**src/inc/spc_defines.vh**
```
`ifndef SPC_DEFINES_VH
`define SPC_DEFINES_VH
// ****************************************
// Register indices and byte addresses
// ****************************************
`define SPC_IDX_CTRL_TWO   16'h3099
`define SPC_ADDR_CTRL_TWO  16'hC264
`define SPC_ADDR_MODE      16'hC268
`define SPC_ADDR_IRQ_STAT  16'hC26C
`define SPC_ADDR_IRQ_MASK  16'hC270
// ****************************************
// Control two field positions
// ****************************************
`define SPC_C2_MATCH_IE    7
`define SPC_C2_UNIMPL      6
`define SPC_C2_RSVD_HI     5
`define SPC_C2_MODF_EN     4
`define SPC_C2_BIDIR_OE    3
`define SPC_C2_RSVD_LO     2
`define SPC_C2_STOP_WAIT   1
`define SPC_C2_SINGLE_WIRE 0
`define SPC_C2_WR_MASK     8'h9B
`define SPC_C2_RESET       8'h00
// ****************************************
// Mode, status and mask field positions
// ****************************************
`define SPC_MODE_MASTER    0
`define SPC_MODE_SEL_OE    1
`define SPC_MODE_RESET     2'h0
`define SPC_IRQ_MATCH      0
`define SPC_IRQ_FAULT      1
`define SPC_IRQ_RESET      2'h0
`endif

```
**src/verilog/spc_sync.v**
```verilog
`timescale 1ns/10ps
`default_nettype none
module spc_sync #(
    parameter W = 4
) (
    input  wire         core_clk,
    input  wire         resetn,
    input  wire [W-1:0] asyncIn,
    output wire [W-1:0] syncOut
);
    // ****************************************
    // Two flop synchroniser per bit
    // ****************************************
    genvar i;
    generate
        for (i = 0; i < W; i = i + 1) begin : g_bit
            reg stage1;
            reg stage2;
            // First stage is read only by the second
            always @(posedge core_clk or negedge resetn) begin
                if (!resetn) begin
                    stage1 <= 1'b0;
                    stage2 <= 1'b0;
                end else begin
                    stage1 <= asyncIn[i];
                    stage2 <= stage1;
                end
            end
            assign syncOut[i] = stage2;
        end
    endgenerate
endmodule // spc_sync
`default_nettype wire

```
**src/verilog/spc_pin_ctrl.v**
```verilog
// Functional notes
// - Match flag with enable and mask bit raises interrupt
// - Bit six reads zero, writes ignored
// - Slave: fault enable ignored, select input
// - Master, fault off: select pin to GPIO
// - Master, fault on: fault input or select output
// - Select output enable picks output or fault
// - Master select one master, zero slave
// - Bidir enable ignored unless single wire
// - Bidir enable zero input, one output
// - Single wire: master MOSI, slave MISO
// - Stop in wait halts port clocks
// - Normal pins: roles by master or slave
// - Single wire master: MISO unused
// - Single wire slave: MOSI unused
`timescale 1ns/10ps
`default_nettype none
`include "spc_defines.vh"
module spc_pin_ctrl (
    input  wire        core_clk,
    input  wire        resetn,
    // APB slave
    input  wire        psel,
    input  wire        penable,
    input  wire        pwrite,
    input  wire [15:0] paddr,
    input  wire [31:0] pwdata,
    output reg  [31:0] prdata,
    output reg         pready,
    output reg         pslverr,
    // Shifter side, same clock
    input  wire        matchEvent,
    input  wire        xferActive,
    input  wire        txBit,
    input  wire        cpuWait,
    output reg         rxBit,
    output reg         rxStrobe,
    output reg         portClkEn,
    output reg         irq,
    // Link pins
    input  wire        sckPin,
    input  wire        selectIn,
    output reg         selectOut,
    output reg         selectOe,
    output reg         selectGpio,
    input  wire        mosiIn,
    output reg         mosiOut,
    output reg         mosiOe,
    input  wire        misoIn,
    output reg         misoOut,
    output reg         misoOe
);
    // ****************************************
    // Declarations
    // ****************************************
    reg  [7:0]  ctrlTwo;
    reg  [1:0]  modeReg;
    reg  [1:0]  irqStat;
    reg  [1:0]  irqMask;
    reg         sckPrev;
    reg         faultPrev;
    wire [3:0]  pinSync;
    wire        sckSync;
    wire        selSync;
    wire        mosiSync;
    wire        misoSync;
    wire        isMaster;
    wire        mode_fault_enable;
    wire        selOe;
    wire        singleWire;
    wire        bidir_output_enable;
    wire        matchIe;
    wire        stopWait;
    wire        setupPh;
    wire        wrAcc;
    wire        hitCtrl;
    wire        hitMode;
    wire        hitStat;
    wire        hitMask;
    wire        hitAny;
    wire        sckRise;
    wire        faultLvl;
    wire [1:0]  irqSet;
    wire [1:0]  irqClr;
    reg  [31:0] next_prdata;
    reg         next_selectOut;
    reg         next_selectOe;
    reg         next_selectGpio;
    reg         next_mosiOut;
    reg         next_mosiOe;
    reg         next_misoOut;
    reg         next_misoOe;
    reg         next_rxBit;

    // ****************************************
    // Pin synchronisers
    // ****************************************
    spc_sync #(
        .W(4)
    ) u_sync (
        .core_clk (core_clk),
        .resetn   (resetn),
        .asyncIn  ({sckPin, selectIn, mosiIn, misoIn}),
        .syncOut  (pinSync)
    );
    assign sckSync  = pinSync[3];
    assign selSync  = pinSync[2];
    assign mosiSync = pinSync[1];
    assign misoSync = pinSync[0];

    // ****************************************
    // Field decode
    // ****************************************
    assign isMaster   = modeReg[`SPC_MODE_MASTER];
    assign selOe      = modeReg[`SPC_MODE_SEL_OE];
    assign matchIe    = ctrlTwo[`SPC_C2_MATCH_IE];
    assign mode_fault_enable     = ctrlTwo[`SPC_C2_MODF_EN];
    assign bidir_output_enable    = ctrlTwo[`SPC_C2_BIDIR_OE];
    assign stopWait   = ctrlTwo[`SPC_C2_STOP_WAIT];
    assign singleWire = ctrlTwo[`SPC_C2_SINGLE_WIRE];

    // ****************************************
    // APB decode
    // ****************************************
    assign setupPh = psel & ~penable;
    assign wrAcc   = psel & penable & pready & pwrite;
    assign hitCtrl = (paddr == `SPC_ADDR_CTRL_TWO);
    assign hitMode = (paddr == `SPC_ADDR_MODE);
    assign hitStat = (paddr == `SPC_ADDR_IRQ_STAT);
    assign hitMask = (paddr == `SPC_ADDR_IRQ_MASK);
    assign hitAny  = hitCtrl | hitMode | hitStat | hitMask;

    // Read mux, sampled in the setup phase
    always @* begin
        next_prdata = 32'h0000_0000;
        if (hitCtrl) begin
            next_prdata[7:0] = ctrlTwo;
        end else if (hitMode) begin
            next_prdata[1:0] = modeReg;
        end else if (hitStat) begin
            next_prdata[1:0] = irqStat;
        end else if (hitMask) begin
            next_prdata[1:0] = irqMask;
        end
    end

    // One access cycle, error on unmapped address
    always @(posedge core_clk or negedge resetn) begin
        if (!resetn) begin
            prdata  <= 32'h0000_0000;
            pready  <= 1'b0;
            pslverr <= 1'b0;
        end else begin
            pready  <= setupPh;
            pslverr <= setupPh & ~hitAny;
            if (setupPh && !pwrite) begin
                prdata <= next_prdata;
            end
        end
    end

    // ****************************************
    // Control registers
    // ****************************************
    // Bit six and the reserved bits stay zero
    always @(posedge core_clk or negedge resetn) begin
        if (!resetn) begin
            ctrlTwo <= `SPC_C2_RESET;
            modeReg <= `SPC_MODE_RESET;
            irqMask <= `SPC_IRQ_RESET;
        end else if (wrAcc) begin
            if (hitCtrl) begin
                ctrlTwo <= pwdata[7:0] & `SPC_C2_WR_MASK;
            end
            if (hitMode) begin
                modeReg <= pwdata[1:0];
            end
            if (hitMask) begin
                irqMask <= pwdata[1:0];
            end
        end
    end

    // ****************************************
    // Events and interrupt
    // ****************************************
    // Mode fault: master, fault on, select is input and low
    assign faultLvl = isMaster & mode_fault_enable & ~selOe & ~selSync;
    assign irqSet   = {faultLvl & ~faultPrev, matchEvent};
    assign irqClr   = (wrAcc && hitStat) ? pwdata[1:0] : 2'h0;

    // Sticky flags, a new event beats a clear
    always @(posedge core_clk or negedge resetn) begin
        if (!resetn) begin
            irqStat   <= `SPC_IRQ_RESET;
            faultPrev <= 1'b0;
            irq       <= 1'b0;
        end else begin
            irqStat   <= (irqStat & ~irqClr) | irqSet;
            faultPrev <= faultLvl;
            irq       <= (irqStat[`SPC_IRQ_MATCH] & irqMask[`SPC_IRQ_MATCH]
                          & matchIe)
                       | (irqStat[`SPC_IRQ_FAULT] & irqMask[`SPC_IRQ_FAULT]);
        end
    end

    // ****************************************
    // Slave select pin
    // ****************************************
    always @* begin
        next_selectOut  = 1'b1;
        next_selectOe   = 1'b0;
        next_selectGpio = 1'b0;
        if (!isMaster) begin
            // Select stays an input whatever fault enable says
            next_selectOe = 1'b0;
        end else if (!mode_fault_enable) begin
            next_selectGpio = 1'b1;
        end else if (selOe) begin
            // Automatic select, low during a transfer
            next_selectOe  = 1'b1;
            next_selectOut = ~xferActive;
        end
    end

    // ****************************************
    // Data pins
    // ****************************************
    always @* begin
        next_mosiOut = 1'b0;
        next_mosiOe  = 1'b0;
        next_misoOut = 1'b0;
        next_misoOe  = 1'b0;
        next_rxBit   = 1'b0;
        if (!singleWire) begin
            // Normal pins, bidir enable ignored
            if (isMaster) begin
                next_mosiOut = txBit;
                next_mosiOe  = 1'b1;
                next_rxBit   = misoSync;
            end else begin
                next_misoOut = txBit;
                next_misoOe  = 1'b1;
                next_rxBit   = mosiSync;
            end
        end else if (isMaster) begin
            // Single wire on MOSI, MISO left alone
            next_mosiOut = txBit;
            next_mosiOe  = bidir_output_enable;
            next_rxBit   = mosiSync;
        end else begin
            // Single wire on MISO, MOSI left alone
            next_misoOut = txBit;
            next_misoOe  = bidir_output_enable;
            next_rxBit   = misoSync;
        end
    end

    // ****************************************
    // Link clock edge and pin registers
    // ****************************************
    assign sckRise = sckSync & ~sckPrev;

    // Receive bit sampled on each link clock rise while port clocks run
    always @(posedge core_clk or negedge resetn) begin
        if (!resetn) begin
            sckPrev    <= 1'b0;
            rxBit      <= 1'b0;
            rxStrobe   <= 1'b0;
            selectOut  <= 1'b1;
            selectOe   <= 1'b0;
            selectGpio <= 1'b0;
            mosiOut    <= 1'b0;
            mosiOe     <= 1'b0;
            misoOut    <= 1'b0;
            misoOe     <= 1'b0;
        end else begin
            sckPrev    <= sckSync;
            rxStrobe   <= sckRise & portClkEn;
            if (sckRise && portClkEn) begin
                rxBit <= next_rxBit;
            end
            selectOut  <= next_selectOut;
            selectOe   <= next_selectOe;
            selectGpio <= next_selectGpio;
            mosiOut    <= next_mosiOut;
            mosiOe     <= next_mosiOe;
            misoOut    <= next_misoOut;
            misoOe     <= next_misoOe;
        end
    end

    // ****************************************
    // Wait mode clock gate
    // ****************************************
    always @(posedge core_clk or negedge resetn) begin
        if (!resetn) begin
            portClkEn <= 1'b1;
        end else begin
            portClkEn <= ~(stopWait & cpuWait);
        end
    end
endmodule // spc_pin_ctrl
`default_nettype wire

```
**config.mk**
```make
export PLATFORM = sky130hd
export DESIGN_NAME = spc_pin_ctrl
export DESIGN_NICKNAME = d
export VERILOG_FILES = /design/src/verilog/spc_sync.v /design/src/verilog/spc_pin_ctrl.v
export VERILOG_INCLUDE_DIRS = /design/src /design/src/inc
export SDC_FILE = /design/constraint.sdc
export NUM_CORES = 1
export LEC_CHECK = 0
export ABC_AREA = 1
export BUFFER_PORTS_ARGS = -buffer_cell sky130_fd_sc_hd__buf_4
export CELL_PAD_IN_SITES_DETAIL_PLACEMENT = 1
export CELL_PAD_IN_SITES_GLOBAL_PLACEMENT = 1
export CORE_ASPECT_RATIO = 1.1
export CORE_UTILIZATION = 33
export DETAILED_ROUTE_END_ITERATION = 12
export PLACE_DENSITY = 0.92
export REMOVE_ABC_BUFFERS = 1
export SLEW_MARGIN = 20
export SYNTH_ARGS = -nofsm -noshare
export SYNTH_HDL_FRONTEND = slang
export SYNTH_HIERARCHICAL = 1
export SYNTH_SLANG_ARGS = --single-unit
```
**constraint.sdc**
```tcl
create_clock -name core_clk -period 1.8 [get_ports core_clk]
set_input_delay 0.09 -clock core_clk [delete_from_list [all_inputs] [get_ports core_clk]]
set_output_delay 0.09 -clock core_clk [all_outputs]
set_load 0.02 [all_outputs]
```
# Word level (Yosys, flattened, before mapping)
# Index checks and enable logic that the tools add are counted.
[op_classes]
n_eq_ne = 4
mux = 25
bitwise_logic = 30
reduce_logical = 7
[op_table]
columns = ["cell", "count"]
rows = [
  ["$eq 16x16->1 const B", 4],
  ["$mux 1", 19],
  ["$and 1x1->1", 15],
  ["$mux 2", 5],
  ["$not 1->1", 8],
  ["$mux 6", 1],
  ["$reduce_and 2->1", 3],
  ["$or 1x1->1", 4],
  ["$logic_and 1x1->1", 3],
  ["$and 2x2->2", 1],
  ["$not 2->2", 1],
  ["$or 2x2->2", 1],
  ["$logic_not 1->1", 1],
]
[word_totals]
ff_bits = 42
inputBits = 61
elab_cells = 94

# Depth between registers and ports, before layout
[logic_depth]
ltp_word = 8
ltp_mapped = 10

# Modules after synthesis
# Netlist, hierarchy kept.
[by_module_without_submodules]
columns = ["mod", "n_inst", "cells_each", "area_each_um2"]
rows = [
  ["spc_pin_ctrl", 1, 204, 1686.6],
  ["spc_sync", 1, 12, 230.2],
]

# Worst setup path after synthesis
# Ideal clock, no wire load.
[synth_path]
kind = "register to register"
start = "register pready"
end = "register irqStat[0]"
setup_time_ns = 0.118
arrival_ns = 1.034
t_required_ns = 1.682
slack_ns = 0.648
path_stages_with_launch = 5
path_cell_list = "dfrtp_1 > nand4_1 > inv_1 > nand4_1 > a21o_1"
[synth_via]
elab_chain_len = 7
[synth_rtl]
columns = ["element", "line_no", "text"]
rows = [
  ["start, declared", "spc_pin_ctrl.v:29", "output reg pready,"],
  ["start signal, assigned", "spc_pin_ctrl.v:154", "pready <= setupPh;"],
  ["$and 1x1->1 (2 in a row)", "spc_pin_ctrl.v:126", "assign wrAcc = psel & penable & pready & pwrite;"],
  ["$logic_and 1x1->1", "spc_pin_ctrl.v:190", "assign irqClr = (wrAcc && hitStat) ? pwdata[1:0] : 2'h0;"],
  ["$mux 2", "spc_pin_ctrl.v:190", ""],
  ["$not 2->2", "spc_pin_ctrl.v:199", "irqStat <= (irqStat & ~irqClr) | irqSet;"],
  ["$and 2x2->2", "spc_pin_ctrl.v:199", ""],
  ["$or 2x2->2", "spc_pin_ctrl.v:199", ""],
  ["end signal, assigned", "spc_pin_ctrl.v:195", "irqStat <= `SPC_IRQ_RESET;"],
  ["end signal, assigned", "spc_pin_ctrl.v:199", ""],
  ["end, declared", "spc_pin_ctrl.v:58", "reg [1:0] irqStat;"],
]
# Every way passes these cells.
# A chain may end at the register's enable or synchronous reset.

# Worst setup path in the final report
[layout_path]
start = "input penable"
end = "register prdata[7]"
[layout_via]
elab_chain_len = 3
[layout_rtl]
columns = ["element", "line_no", "text"]
rows = [
  ["start, declared", "spc_pin_ctrl.v:24", "input wire penable,"],
  ["$not 1->1", "spc_pin_ctrl.v:125", "assign setupPh = psel & ~penable;"],
  ["$and 1x1->1", "spc_pin_ctrl.v:125", ""],
  ["via setupPh", "spc_pin_ctrl.v:74", "wire setupPh;"],
  ["$logic_and 1x1->1", "spc_pin_ctrl.v:156", "if (setupPh && !pwrite) begin"],
  ["end signal, assigned", "spc_pin_ctrl.v:157", "prdata <= next_prdata;"],
  ["end, declared", "spc_pin_ctrl.v:28", "output reg [31:0] prdata,"],
]
# The timed path passes the listed nets, and every way through them passes these cells.

==> qor.yml <==
power:
  p_leak_nw: 1.27
  ir_worst_vdd_mv: 0.374
  powerDensity_nw_per_um2: 696
  finalPower_mw: 1.68
synth:
  netlist_area_um2: 1920
  ys_warn_count: 6
  synth_top_area_share_pct: 48.3
  ys_seq_elements: 39
  yosysUniqueCellTypes: 29
  synth_top_area_cell: "dfrtp_1"
  syn_avg_cell_area_um2: 8.87
  synthCells: 216
  synthTopCellsByArea: "dfrtp_1 (48%), buf_4 (12%), nand2_1 (8.4%)"
  seq_area_frac_synth_pct: 51.0
route:
  vias: 1511
  met2RoutedLength_mm: 2.25
  drt-initial-drc-count: 37
  wl_met3_um: 195
  firstDrtPassIters: 4
  ant_nets: 0
  wl_mm: 4.22
  vias_per_cell: 4.29
  m1WireLength_mm: 1.71
  drc_errors: 0
  highest_layer: "met4"
  wl_per_cell_um: 12.0
clock_tree:
  ctsRootBufferMaster: "clkbuf_8"
  clk_pin_slew_ns: 0.07
  clock-sinks: 39
  post_cts_buffers: 0
  clock_latency_ns: 0.30
  ctsHtreeMaxLevel: 2
  cts_tree: "built"
  cts_buffers: 5
  clk_path_buf_depth: 2
placement:
  dp_slack_ns: 0.405
  dpl.hpwl_mm: 3.22
  gp_congestion: 0.791
  port_buffers: 51
timing:
  finalSetupViolations: 0
  finalHoldViolCount: 0
  hold_slack_ns: 0.0256
  slew_headroom_pct: 61.2
  setup_tns_ns: 0
  finClkSkew_ns: 0.0103
  min_period_ns: 1.46
  min_period_over_period_pct: 81.2
  worst_slack_ns: 0.338
  report.final.slew_viol_count: 0
  rsz0062_at_grt: "no"
  fmax_mhz: 684
  worst-slew-pin-transition_ns: 0.583
grt:
  grt_start_max_net_pins: 40
  track_usage_pct: 15.3
  grt_pass1_vias: 1536
  antenna_found_initial: 0
  grt_pass1_wl_mm: 6.90
  overflow: 0
critical_path:
  cp-end-kind: "flip-flop"
  rr_worst_depth: 5
  path_class: "primary input to flip-flop"
  critPathMaxFanout: 8
  rr_startpoint: "pready$_DFF_PN0_"
  rr_endpoint: "irqMask[0]$_DFFE_PN0P_"
  cp-start-kind: "primary input"
  worstPathRequired_ns: 2.03
  reg2reg_slack_ns: 0.60
  cp.arrival_ns: 1.69
layout:
  nets: 337
  fin_util_pct: 43.9
  drive_above_1_share_pct: 28.9
  diodes: 0
  syn2layout_area_growth_pct: 25.8
worst_hold_path:
  min_delay_path_depth: 3
  hp-start: "pwdata[3]"
  hold_path.class: "primary input to flip-flop"
  min_to: "ctrlTwo[3]$_DFFE_PN0P_"
die:
  die-area_um2: 6120
  io-pin-count: 106
  placementRows: 28
  coreArea_um2: 5500
  start_util_pct: 34.8
  die_h_um: 81.9
  chipWidth_um: 74.7
outcome:
  outcome: "completed"
job:
  cap_viol_max_count: 0
[report_power, final]
part,internal (mW),leakage (nW),total (mW),switching (mW)
Combinational,0.0820,0.735,0.208,0.126
Sequential,0.894,0.494,0.900,0.00619
Clock,0.272,0.0422,0.571,0.299
Total,1.25,1.27,1.68,0.432
[stage by stage]
stage               cell area, µm²  std cells
floorplan                     1750        208
global placement              2230        334
detailed placement            2230        334
CTS                           2410        352
global route                  2410        352
finish                        2410        352
[layout make-up]
cell class	count	area [µm²]
timing repair buffer	61	483
clock inverter	1	5.00
clock buffer	7	76.3
tap	75	93.8
multi-input combinational	143	673
sequential	39	978
fill	686	3090
inverter	26	103
[sequential cells by signal, summed over array words and instances (netlist names), 2 cells and up]
name                 flops
u_sync/g_bit.stage1      4
prdata                   5
ctrlTwo                  5
irqMask                  2
irqStat                  2
u_sync/g_bit.stage2      4
modeReg                  2
[placed cells by master (no fill, tap or decap), types with 3 or more instances in the layout]
cell and count:
nor2_2 9, o21ai_0 4, clkbuf_8 5, nand2_1 43
inv_1 24, dfrtp_1 37, buf_4 51, nand4_1 4
nand2_2 3, o21ai_1 4, nor2_1 18, conb_1 27
dlygate4sd3_1 10, nand3_1 15
[worst max-delay path, stage by stage]
cell and delay (ns):
dlygate4sd3_1 0.53, buf_4 0.14, nor2_2 0.12, inv_2 0.05, or2_0 0.40, inv_1 0.19, nand3_1 0.10, nand2_1 0.07
[routing by layer]
| metal | track usage (%) | vias up |
|---|---|---|
| met2 | 27.7 | 45 |
| met4 | 5.09 | 0 |
| met5 | 0 | - |
| met3 | 4.29 | 9 |
| li1 | - | 730 |
| met1 | 17.1 | 727 |
[what timing repair did]
action / in CTS / in global routing
resized for setup: 0 / 0
hold buffers: 10 / 0
hold endpoints to repair: 46 / 0
endpoints found under the setup margin: 0 / 0
[logic make-up (layout without fill, tap and decap cells)]
logic type	after synthesis	in the layout	synth area share (%)
and+or+nand+nor	100	100	24.3
DFF	39	39	51.0
other	1	27	0.196
buffers and inverters	60	95	18.9
AOI/OAI and AO/OA	15	15	5.09
xor gates and xnor gates	1	1	0.457
[how the worst max path moves through the flow]
stage / slack [ns] / startpoint / endpoint
final: 0.34 / penable / prdata[7]$_DFFE_PN0P_
after detailed placement: 0.41 / paddr[9] / irqMask[0]$_DFFE_PN0P_
after CTS: 0.35 / penable / prdata[7]$_DFFE_PN0P_
after floorplan: 0.64 / pready$_DFF_PN0_ / irqStat[0]$_DFF_PN0_
after global placement: 0.43 / paddr[13] / irqMask[1]$_DFFE_PN0P_
after global routing: 0.26 / penable / prdata[7]$_DFFE_PN0P_
[cell usage after synthesis]
cell      number
nor2_1        18
nor3_1         2
conb_1         1
buf_2          1
dfrtp_1       37
o21ai_1        4
buf_4         31
buf_6          2
clkinv_4       1
nand3_1       15
nand2_4        1
or2_0          1
a21oi_1        2
dfstp_2        2
nand2_1       43
o21ai_0        4
and2_1         1
o21ai_2        2
inv_1         24
nand4_1        4
and2_2         1
o31ai_2        1
a32o_1         1
nor2_2         9
xor2_1         1
inv_2          1
a21o_1         1
nor3_2         2
nand2_2        3
No activity file was read; power rests on OpenSTA's default activity.
